===== src/logic/usc_pkg.sv =====
// Constants, types and register map of the UART status and line control block
//
// Summary of operation
// - Loopback bit forces serial output high
// - Control bit 1 drives request-to-send low
// - Control bit 0 drives terminal-ready low
// - Transmitter idle when holding and shifter empty
// - Holding empty as soon as holding drained
// - Long low receive line flags break
// - Bad stop bit flags framing error
// - Bad parity bit flags parity error
// - Unread character overwritten flags overrun
// - New character sets data ready
// - Line status interrupt from error flags
// - Transmit interrupt set when holding drains to the shifter, not at reset
// - Receive interrupt when buffer full
// - Identify encodes highest pending source
// - Reads and writes clear interrupt sources
// - Modem status read clears modem interrupt
// - Sixteen bit fractional divider, reset zero
// - Divisor access bit remaps shared addresses
// - Only first stop bit is checked
// - Divider bit 15 selects fractional generator
package usc_pkg;

  // ----------------------------------------------------------------
  // Register offsets
  // ----------------------------------------------------------------
  localparam logic [31:0] OFS_DATA = 32'hFFFF0800;
  localparam logic [31:0] OFS_IRQ_ENABLE = 32'hFFFF0804;
  localparam logic [31:0] OFS_IRQ_IDENTIFY = 32'hFFFF0808;
  localparam logic [31:0] OFS_LINE_CONTROL_A = 32'hFFFF080C;
  localparam logic [31:0] OFS_LINE_CONTROL_B = 32'hFFFF0810;
  localparam logic [31:0] OFS_LINE_STATUS = 32'hFFFF0814;
  localparam logic [31:0] OFS_MODEM_STATUS = 32'hFFFF0818;
  localparam logic [31:0] OFS_FRACTIONAL_DIVIDER = 32'hFFFF082C;

  // ----------------------------------------------------------------
  // Field positions
  // ----------------------------------------------------------------
  localparam int LCA_DIVISOR_ACCESS = 7;
  localparam int LCA_SET_BREAK = 6;
  localparam int LCA_STICK = 5;
  localparam int LCA_EVEN = 4;
  localparam int LCA_PARITY_EN = 3;
  localparam int LCA_STOP = 2;
  localparam int LCB_LOOPBACK = 4;
  localparam int LCB_RTS = 1;
  localparam int LCB_DTR = 0;
  localparam int IEN_MODEM = 3;
  localparam int IEN_LINE_STATUS = 2;
  localparam int IEN_TX_EMPTY = 1;
  localparam int IEN_RX_FULL = 0;
  localparam int FD_GEN_ENABLE = 15;

  // ----------------------------------------------------------------
  // Reset values and encodings
  // ----------------------------------------------------------------
  localparam logic [7:0] LINE_STATUS_RESET = 8'h60;
  localparam logic [7:0] IRQ_IDENTIFY_RESET = 8'h01;
  localparam logic [1:0] IID_LINE = 2'h3;
  localparam logic [1:0] IID_RX = 2'h2;
  localparam logic [1:0] IID_TX = 2'h1;
  localparam logic [1:0] IID_MODEM = 2'h0;

  // ----------------------------------------------------------------
  // Timing in sixteenth-bit ticks
  // ----------------------------------------------------------------
  localparam logic [4:0] TICK_MID = 5'h07;
  localparam logic [4:0] TICK_LAST = 5'h0F;
  localparam logic [4:0] TICK_STOP_HALF = 5'h17;
  localparam logic [4:0] TICK_STOP_TWO = 5'h1F;
  localparam int BREAK_BITS = 12;
  localparam logic [8:0] BREAK_TICKS = 9'(BREAK_BITS * 16);

  // Serial frame phases, Gray coded along the frame
  typedef enum logic [2:0] {
    PH_IDLE = 3'h0,
    PH_START = 3'h1,
    PH_DATA = 3'h3,
    PH_PARITY = 3'h2,
    PH_STOP = 3'h6
  } usc_phase_e;

  // Register port request
  typedef struct packed {
    logic [31:0] addr;
    logic [31:0] wrData;
    logic wr;
    logic rd;
  } usc_bus_s;

  // Line status flags
  typedef struct packed {
    logic transmitter_idle;
    logic holding_empty;
    logic brk;
    logic fe;
    logic pe;
    logic oe;
    logic dr;
  } usc_status_s;

endpackage


===== src/logic/usc_uart_status.sv =====
// UART status, interrupt identification, line control and baud timing
//
// Our own choice: the address-and-strobe port.
`timescale 1ns/100ps
module usc_uart_status
  import usc_pkg::*;
(
  // Clock and reset
  input wire logic clock,
  input wire logic rst_n,
  // Register port
  input wire usc_bus_s busReq,
  output logic [31:0] rdData,
  // Serial line
  input wire logic serialRxPin,
  output logic serialTxPin,
  // Modem lines
  input wire logic ctsPin_n,
  input wire logic dsrPin_n,
  output logic rtsPin_n,
  output logic dtrPin_n,
  // Interrupt request
  output logic irq
);

  // ----------------------------------------------------------------
  // State
  // ----------------------------------------------------------------
  typedef struct packed {
    logic [7:0] lcrA;
    logic [7:0] lcrB;
    logic [7:0] ien;
    logic [15:0] div;
    logic [15:0] frac;
    logic [7:0] rxBuf;
    logic [7:0] thr;
    usc_status_s st;
    logic thrIrq;
    logic dCts;
    logic dDsr;
    logic ctsPrev;
    logic dsrPrev;
    logic [15:0] baudCnt;
    logic [10:0] fracAcc;
    logic stretch;
    usc_phase_e txPh;
    logic [4:0] txCnt;
    logic [2:0] txBits;
    logic [7:0] txSh;
    logic txPar;
    logic txLine;
    usc_phase_e rxPh;
    logic [4:0] rxCnt;
    logic [2:0] rxBits;
    logic [7:0] rxSh;
    logic rxPar;
    logic [8:0] brkCnt;
    logic brkHeld;
    logic [31:0] rdData;
    logic txPin;
    logic rts_n;
    logic dtr_n;
    logic irq;
  } usc_state_s;

  usc_state_s q;
  usc_state_s d;

  // Decoded access and helper terms
  logic divisor_access;
  logic wrTx;
  logic rdRx;
  logic rdLsr;
  logic rdIid;
  logic rdMsr;
  logic tick;
  logic rxIn;
  logic [15:0] divEnd;
  logic [11:0] fracSum;
  logic [2:0] wlenM1;
  logic [7:0] rxWord;
  logic expPar;
  logic [4:0] stopEnd;
  logic pendLine;
  logic pendRx;
  logic pendTx;
  logic pendModem;
  logic [7:0] iid;
  logic [7:0] lsr;
  logic [7:0] msr;

  // ----------------------------------------------------------------
  // Register port decode
  // ----------------------------------------------------------------
  assign divisor_access = q.lcrA[LCA_DIVISOR_ACCESS];
  assign wrTx = busReq.wr && busReq.addr == OFS_DATA && !divisor_access;
  assign rdRx = busReq.rd && busReq.addr == OFS_DATA && !divisor_access;
  assign rdLsr = busReq.rd && busReq.addr == OFS_LINE_STATUS;
  assign rdIid = busReq.rd && busReq.addr == OFS_IRQ_IDENTIFY;
  assign rdMsr = busReq.rd && busReq.addr == OFS_MODEM_STATUS;

  // Status views
  assign lsr = {1'b0, q.st.transmitter_idle, q.st.holding_empty, q.st.brk, q.st.fe, q.st.pe, q.st.oe, q.st.dr};
  assign msr = {2'b00, ~dsrPin_n, ~ctsPin_n, 2'b00, q.dDsr, q.dCts};

  // ----------------------------------------------------------------
  // Interrupt sources and identification
  // ----------------------------------------------------------------
  assign pendLine = q.ien[IEN_LINE_STATUS] && (q.st.fe || q.st.pe || q.st.oe);
  assign pendTx = q.ien[IEN_TX_EMPTY] && q.thrIrq;
  assign pendRx = q.ien[IEN_RX_FULL] && q.st.dr;
  assign pendModem = q.ien[IEN_MODEM] && (q.dCts || q.dDsr);

  // Priority encoder for the identify register
  always_comb
  begin
    iid = IRQ_IDENTIFY_RESET;
    if (pendLine)
      iid = {5'h00, IID_LINE, 1'b0};
    else if (pendRx)
      iid = {5'h00, IID_RX, 1'b0};
    else if (pendTx)
      iid = {5'h00, IID_TX, 1'b0};
    else if (pendModem)
      iid = {5'h00, IID_MODEM, 1'b0};
  end

  // ----------------------------------------------------------------
  // Baud tick, sixteen per bit
  // ----------------------------------------------------------------
  assign divEnd = (q.div == 16'h0000) ? 16'h0000 : q.div - 16'h0001;
  // Compare with >= so a smaller divisor cannot strand the counter past its end
  assign tick = (q.baudCnt >= divEnd) && !q.stretch;
  assign fracSum = {1'b0, q.fracAcc} + {1'b0, q.frac[10:0]};

  // Frame geometry from the first line control register
  assign wlenM1 = {1'b1, q.lcrA[1:0]};
  assign stopEnd = !q.lcrA[LCA_STOP] ? TICK_LAST : (q.lcrA[1:0] == 2'b00) ? TICK_STOP_HALF : TICK_STOP_TWO;
  assign rxIn = q.lcrB[LCB_LOOPBACK] ? q.txLine : serialRxPin;
  assign rxWord = q.rxSh >> (3'h3 - {1'b0, q.lcrA[1:0]});
  assign expPar = q.lcrA[LCA_STICK] ? q.lcrA[LCA_EVEN] : (q.rxPar ^ ~q.lcrA[LCA_EVEN]);

  // ----------------------------------------------------------------
  // Next state
  // ----------------------------------------------------------------
  always_comb
  begin
    d = q;

    // Baud counter; fractional mode stretches one cycle on carry
    if (q.stretch)
      d.stretch = 1'b0;
    else if (tick)
    begin
      d.baudCnt = 16'h0000;
      if (q.frac[FD_GEN_ENABLE])
      begin
        d.fracAcc = fracSum[10:0];
        d.stretch = fracSum[11];
      end
    end
    else
      d.baudCnt = q.baudCnt + 16'h0001;

    // Bus writes
    if (busReq.wr)
    begin
      case (busReq.addr)
        OFS_DATA:
        begin
          if (divisor_access)
            d.div[7:0] = busReq.wrData[7:0];
          else
          begin
            d.thr = busReq.wrData[7:0];
            d.st.holding_empty = 1'b0;
            d.st.transmitter_idle = 1'b0;
            d.thrIrq = 1'b0;
          end
        end
        OFS_IRQ_ENABLE:
        begin
          if (divisor_access)
            d.div[15:8] = busReq.wrData[7:0];
          else
            d.ien = busReq.wrData[7:0];
        end
        OFS_LINE_CONTROL_A: d.lcrA = busReq.wrData[7:0];
        OFS_LINE_CONTROL_B: d.lcrB = busReq.wrData[7:0];
        OFS_FRACTIONAL_DIVIDER: d.frac = busReq.wrData[15:0];
        default: d.lcrB = q.lcrB;
      endcase
    end

    // Read side effects; hardware sets below win
    if (rdLsr)
    begin
      d.st.brk = 1'b0;
      d.st.fe = 1'b0;
      d.st.pe = 1'b0;
      d.st.oe = 1'b0;
    end
    if (rdRx)
      d.st.dr = 1'b0;
    if (rdIid && iid[2:1] == IID_TX && !iid[0])
      d.thrIrq = 1'b0;
    if (rdMsr)
    begin
      d.dCts = 1'b0;
      d.dDsr = 1'b0;
    end

    // Modem line change detection
    d.ctsPrev = ctsPin_n;
    d.dsrPrev = dsrPin_n;
    if (ctsPin_n != q.ctsPrev)
      d.dCts = 1'b1;
    if (dsrPin_n != q.dsrPrev)
      d.dDsr = 1'b1;

    // Transmitter: load from holding register when idle
    if (q.txPh == PH_IDLE)
    begin
      if (!q.st.holding_empty && !wrTx)
      begin
        d.txSh = q.thr;
        d.txPar = 1'b0;
        d.txPh = PH_START;
        d.txCnt = 5'h00;
        d.st.holding_empty = 1'b1;
        d.thrIrq = 1'b1;
      end
      else if (q.st.holding_empty && !wrTx)
        d.st.transmitter_idle = 1'b1;
    end
    else if (tick)
    begin
      d.txCnt = q.txCnt + 5'h01;
      case (q.txPh)
        PH_START:
        begin
          if (q.txCnt == TICK_LAST)
          begin
            d.txPh = PH_DATA;
            d.txCnt = 5'h00;
            d.txBits = 3'h0;
          end
        end
        PH_DATA:
        begin
          if (q.txCnt == TICK_LAST)
          begin
            d.txCnt = 5'h00;
            d.txPar = q.txPar ^ q.txSh[0];
            d.txSh = {1'b0, q.txSh[7:1]};
            d.txBits = q.txBits + 3'h1;
            if (q.txBits == wlenM1)
              d.txPh = q.lcrA[LCA_PARITY_EN] ? PH_PARITY : PH_STOP;
          end
        end
        PH_PARITY:
        begin
          if (q.txCnt == TICK_LAST)
          begin
            d.txCnt = 5'h00;
            d.txPh = PH_STOP;
          end
        end
        PH_STOP:
        begin
          if (q.txCnt == stopEnd)
            d.txPh = PH_IDLE;
        end
        default: d.txPh = PH_IDLE;
      endcase
    end

    // Serial level for the current transmit phase
    case (d.txPh)
      PH_START: d.txLine = 1'b0;
      PH_DATA: d.txLine = d.txSh[0];
      PH_PARITY: d.txLine = q.lcrA[LCA_STICK] ? q.lcrA[LCA_EVEN] : (d.txPar ^ ~q.lcrA[LCA_EVEN]);
      default: d.txLine = 1'b1;
    endcase

    // Break detection: low for longer than the longest frame
    if (rxIn)
    begin
      d.brkCnt = 9'h000;
      d.brkHeld = 1'b0;
    end
    else if (tick && !q.brkHeld)
    begin
      d.brkCnt = q.brkCnt + 9'h001;
      if (q.brkCnt == BREAK_TICKS)
      begin
        d.st.brk = 1'b1;
        d.brkHeld = 1'b1;
      end
    end

    // Receiver
    if (tick)
    begin
      d.rxCnt = q.rxCnt + 5'h01;
      case (q.rxPh)
        PH_IDLE:
        begin
          d.rxCnt = 5'h00;
          if (!rxIn && !q.brkHeld)
            d.rxPh = PH_START;
        end
        PH_START:
        begin
          if (q.rxCnt == TICK_MID)
          begin
            d.rxCnt = 5'h00;
            d.rxBits = 3'h0;
            d.rxPar = 1'b0;
            d.rxPh = rxIn ? PH_IDLE : PH_DATA;
          end
        end
        PH_DATA:
        begin
          if (q.rxCnt == TICK_LAST)
          begin
            d.rxCnt = 5'h00;
            d.rxSh = {rxIn, q.rxSh[7:1]};
            d.rxPar = q.rxPar ^ rxIn;
            d.rxBits = q.rxBits + 3'h1;
            if (q.rxBits == wlenM1)
              d.rxPh = q.lcrA[LCA_PARITY_EN] ? PH_PARITY : PH_STOP;
          end
        end
        PH_PARITY:
        begin
          if (q.rxCnt == TICK_LAST)
          begin
            d.rxCnt = 5'h00;
            if (rxIn != expPar)
              d.st.pe = 1'b1;
            d.rxPh = PH_STOP;
          end
        end
        PH_STOP:
        begin
          // Only the first stop bit is sampled
          if (q.rxCnt == TICK_LAST)
          begin
            d.rxPh = PH_IDLE;
            d.rxBuf = rxWord;
            if (!rxIn)
              d.st.fe = 1'b1;
            if (q.st.dr && !rdRx)
              d.st.oe = 1'b1;
            d.st.dr = 1'b1;
          end
        end
        default: d.rxPh = PH_IDLE;
      endcase
    end

    // Registered read data, valid the cycle after the strobe
    d.rdData = 32'h00000000;
    if (busReq.rd)
    begin
      case (busReq.addr)
        OFS_DATA: d.rdData = {24'h000000, divisor_access ? q.div[7:0] : q.rxBuf};
        OFS_IRQ_ENABLE: d.rdData = {24'h000000, divisor_access ? q.div[15:8] : q.ien};
        OFS_IRQ_IDENTIFY: d.rdData = {24'h000000, iid};
        OFS_LINE_CONTROL_A: d.rdData = {24'h000000, q.lcrA};
        OFS_LINE_CONTROL_B: d.rdData = {24'h000000, q.lcrB};
        OFS_LINE_STATUS: d.rdData = {24'h000000, lsr};
        OFS_MODEM_STATUS: d.rdData = {24'h000000, msr};
        OFS_FRACTIONAL_DIVIDER: d.rdData = {16'h0000, q.frac};
        default: d.rdData = 32'h00000000;
      endcase
    end

    // Pin drivers; loopback wins over set-break
    if (q.lcrB[LCB_LOOPBACK])
      d.txPin = 1'b1;
    else if (q.lcrA[LCA_SET_BREAK])
      d.txPin = 1'b0;
    else
      d.txPin = q.txLine;
    d.rts_n = ~q.lcrB[LCB_RTS];
    d.dtr_n = ~q.lcrB[LCB_DTR];
    d.irq = pendLine || pendRx || pendTx || pendModem;
  end

  // ----------------------------------------------------------------
  // State register
  // ----------------------------------------------------------------
  always_ff @(posedge clock)
  begin
    if (!rst_n)
    begin
      q <= '0;
      q.st <= usc_status_s'({LINE_STATUS_RESET[6:5], 5'h00});
      q.txPh <= PH_IDLE;
      q.rxPh <= PH_IDLE;
      q.txLine <= 1'b1;
      q.txPin <= 1'b1;
      q.rts_n <= 1'b1;
      q.dtr_n <= 1'b1;
      q.ctsPrev <= 1'b1;
      q.dsrPrev <= 1'b1;
    end
    else
      q <= d;
  end

  // Outputs straight from flip-flops
  assign rdData = q.rdData;
  assign serialTxPin = q.txPin;
  assign rtsPin_n = q.rts_n;
  assign dtrPin_n = q.dtr_n;
  assign irq = q.irq;

endmodule


===== config.mk =====
export PLATFORM = sky130hd
export DESIGN_NAME = usc_uart_status
export DESIGN_NICKNAME = d
export VERILOG_FILES = /design/src/logic/usc_pkg.sv /design/src/logic/usc_uart_status.sv
export SDC_FILE = /design/constraint.sdc
export NUM_CORES = 1
export LEC_CHECK = 0
export BUFFER_PORTS_ARGS = -buffer_cell sky130_fd_sc_hd__buf_4
export CORE_MARGIN = 2
export CORE_UTILIZATION = 61
export CTS_BUF_LIST = sky130_fd_sc_hd__clkbuf_4 sky130_fd_sc_hd__clkbuf_8
export DETAILED_ROUTE_END_ITERATION = 8
export PLACE_DENSITY = 0.84
export SLEW_MARGIN = 20
export SYNTH_ARGS = -nofsm -noshare
export SYNTH_HDL_FRONTEND = slang
export SYNTH_SLANG_ARGS = --single-unit

===== constraint.sdc =====
create_clock -name clock -period 4.9 [get_ports clock]
set_clock_uncertainty 0.15 [all_clocks]
set_input_delay 0.49 -clock clock [delete_from_list [all_inputs] [get_ports clock]]
set_output_delay 0.49 -clock clock [all_outputs]
set_load 0.01 [all_outputs]

==> impl_metrics.ini <==
[outcome]
run_status = completed

[grt]
grt_pass1_wl_um = 37260
global_routing_usage_summed_across_all_routing_layers_pct = 28.05
first_global_vias = 7625
grt_max_degree = 73
grt_overflow = 0
grt_antenna_before_repair = 0

[cts]
cts_buf_count = 17
h_tree_levels = 4
clock_sink_count = 183
clockRootBuffer = clkbuf_8
cts_tree = yes
worst_skew_pair.late_latency_ns = 0.48
cts.reportedPaths.clkPinSlew_ns = 0.09
cts-root-to-sink-buffers = 2

[sta]
worstMarginPinSlew_ns = 0.9992
final.min_clock_period_ns = 4.501
timing.final.hold_violations = 0
setup_viol = 0
finalCritPeriodShare_pct = 91.87
relSlewSlack_pct = 33.31
rsz0062_at_grt = no
setup_tns_final_ns = 0
max_slew_violations = 0
worst_hold_slack_ns = 0.07565
timing.fmax_mhz = 222.2

[synthesis]
unique_cell_type_count_in_the_yosys_netlist = 76
mappedNetlistArea_um2 = 9538
synth_edf_count = 0
synth-seq-area-share_pct = 38.41
synth_top_cells_by_count = 183 x dfxtp_1, 157 x nand2_1, 129 x nor2_1, 120 x a21oi_1, 50 x mux2i_1
yosys_warnings = 0
synthMostInstantiatedCell = dfxtp_1
ys.flop_type = dfxtp_1
synth_largest_type_area_fraction_pct = 38.41
largest_cells_by_area_after_synthesis = dfxtp_1 38%, a21oi_1 6.3%, nand2_1 6.2%
postSynthCellCount = 1151
postSynth.asyncResetShare_pct = 0
synth_area_per_cell_um2 = 8.287
synth_area_leader_cell = dfxtp_1
ys_seq_elements = 183

[setup_path]
slowest_stage = or4_1
worst_reg2reg_path_startpoint = q[167]$_SDFFE_PN0P_
worstPathCellList = or4_1 > nor4_1 > nand2b_1 > nor2_1 > nand4b_1 > and2_1 > ha_1 > nand2b_1 > a2111oi_0 > o31ai_1 > o21a_2 > a21oi_4 > a221o_1 > and3b_1 > a211o_1
required_time_at_the_endpoint_of_the_critical_path_ns = 5.11
timing.reg2reg.worst_path_depth = 15
path_depth = 15
path_buf_inv = 0
worstPathMaxFanout = 7
end_kind = flip-flop
cell_family_contributing_the_most_delay_on_the_critical_path = simple AND/OR/NAND/NOR gates
crit_start = q[167]$_SDFFE_PN0P_
path_common_cell = nand2b_1
critical_path.max_stage_delay_ns = 0.61
reg2reg_setup_slack_ns = 0.40
crit_path_end = q[66]$_SDFF_PN1_
setup.worst_path.start_class = flip-flop
crit_type = flip-flop to flip-flop
timing.critical_path.arrival_ns = 4.71
reg2reg_to = q[66]$_SDFF_PN1_

[floorplanning]
fp.dieH_um = 129.0
die-width_um = 129.0
floorplan.rows = 45
design.portCount = 107
die_area_um2 = 16650
initial_core_util_pct = 62.51
core_area_um2 = 15260

[routing]
total_wirelength_of_the_detailed_routed_design_um = 23240
avgViaCountPerCell = 5.985
route.detailed.drc = 0
drt_first_pass_iters = 6
antenna_violating_nets_post_route = 0
num_vias = 8421
initialDrtViolationCount = 1022
route.detailed.wl_per_inst_um = 16.52

[final_layout]
layout-area-overhead-vs-synth_pct = 9.524
antenna_cells = 0
num-fill-cells = 1215
final_layout_size_suffix_gt1_share_pct = 12.29
fin_nets = 1295
post_route_insts_no_fill = 1407

[power]
total_power_mw = 2.708
power_leakage_nw = 3.879
vdd.ir_drop.worst_mv = 0.1702
power.density_nw_per_um2 = 259.2

[placed_design]
dp_hpwl_um = 16240
port_buffers = 74
dp_cell_count = 1375
gp_congestion = 0.9626

[job]
drv.max_cap_violation_count = 0

[worst_hold_path]
timing.hold.worst.class = primary input to flip-flop
## how the worst min path moves through the flow
stage | from | endpoint | slack [ns] | depth (start not counted)
after floorplan | q[183]$_SDFFE_PN0P_ | dtrPin_n$_SDFF_PN1_ | 0.22 | 1
after global placement | q[184]$_SDFFE_PN0P_ | rtsPin_n$_SDFF_PN1_ | 0.28 | 1
after detailed placement | q[184]$_SDFFE_PN0P_ | rtsPin_n$_SDFF_PN1_ | 0.28 | 1
after CTS | dsrPin_n | q[115]$_SDFF_PN1_ | 0.06 | 2
after global routing | dsrPin_n | q[115]$_SDFF_PN1_ | 0.08 | 2
final | dsrPin_n | q[115]$_SDFF_PN1_ | 0.08 | 2
## stage by stage
step	worst slack, ns	area, um2	utilization [%]
4_1_cts	0.3328	10440	68.41
3_5_place_dp	0.3801	10050	65.90
3_3_place_gp	0.5686	10050	65.90
2_1_floorplan	0.8259	9594	-
6_report	0.3986	10450	68.46
5_1_grt	0.1303	10450	68.46
## what timing repair did
| item | in CTS | in global routing |
|---|---|---|
| setup endpoints to repair | 0 | 2 |
| buffers inserted | 0 | 0 |
| resized for setup | 0 | 1 |
| hold buffers | 0 | 0 |
## layout make-up
cell class | count | area, um2 | area share (%)
multi-input combinational | 870 | 5386 | 51.56
inverter | 26 | 98.84 | 0.9462
sequential | 183 | 3664 | 35.07
clock buffer | 19 | 261.5 | 2.503
timing repair buffer | 85 | 650.6 | 6.228
clock inverter | 13 | 121.4 | 1.162
tap | 211 | 264.0 | 2.527
## sequential cells by signal, indices dropped and copies added (netlist names)
| register | count |
|---|---|
| serialTxPin | 1 |
| q | 153 |
| msr | 2 |
| rtsPin_n | 1 |
| irq | 1 |
| lsr | 7 |
| divisor_access | 1 |
| dtrPin_n | 1 |
| rdData | 16 |
## per-layer routing
| metal | GRT usage, % | routed length, um | vias up | share of wire (%) |
|---|---|---|---|---|
| li1 | - | - | 4043 | - |
| met1 | 36.44 | 9753 | 3907 | 42 |
| met2 | 46.37 | 10700 | 391 | 46 |
| met3 | 5.904 | 2039 | 80 | 8.8 |
| met4 | 10.36 | 750 | 0 | 3.2 |
| met5 | 0 | 0 | - | 0 |
## cells by family after synthesis
logic type	synth area share, %
simple gates	22.88
fa+ha+maj	5.457
flops	38.41
xor+xnor	4.316
other cells	0.03932
mux	6.782
buf+inv	5.838
compound gates	16.28
## cell usage in the layout, fill, tap and decap left out, types with 25 or more instances in the layout
cell type and instances:
a21oi_1 120, buf_4 84, dfxtp_1 183, ha_1 40, inv_1 25, mux2i_1 50
nand2_1 157, nand3_1 46, nor2_1 129, o21ai_0 44, xor2_1 29
## power by group
group	total, mW	internal (mW)	switching [mW]
clock	0.987	0.433	0.555
sequential	1.53	1.50	0.0274
combinational	0.192	0.0819	0.110
total	2.71	2.02	0.692
(Power assumes the default switching activity.)
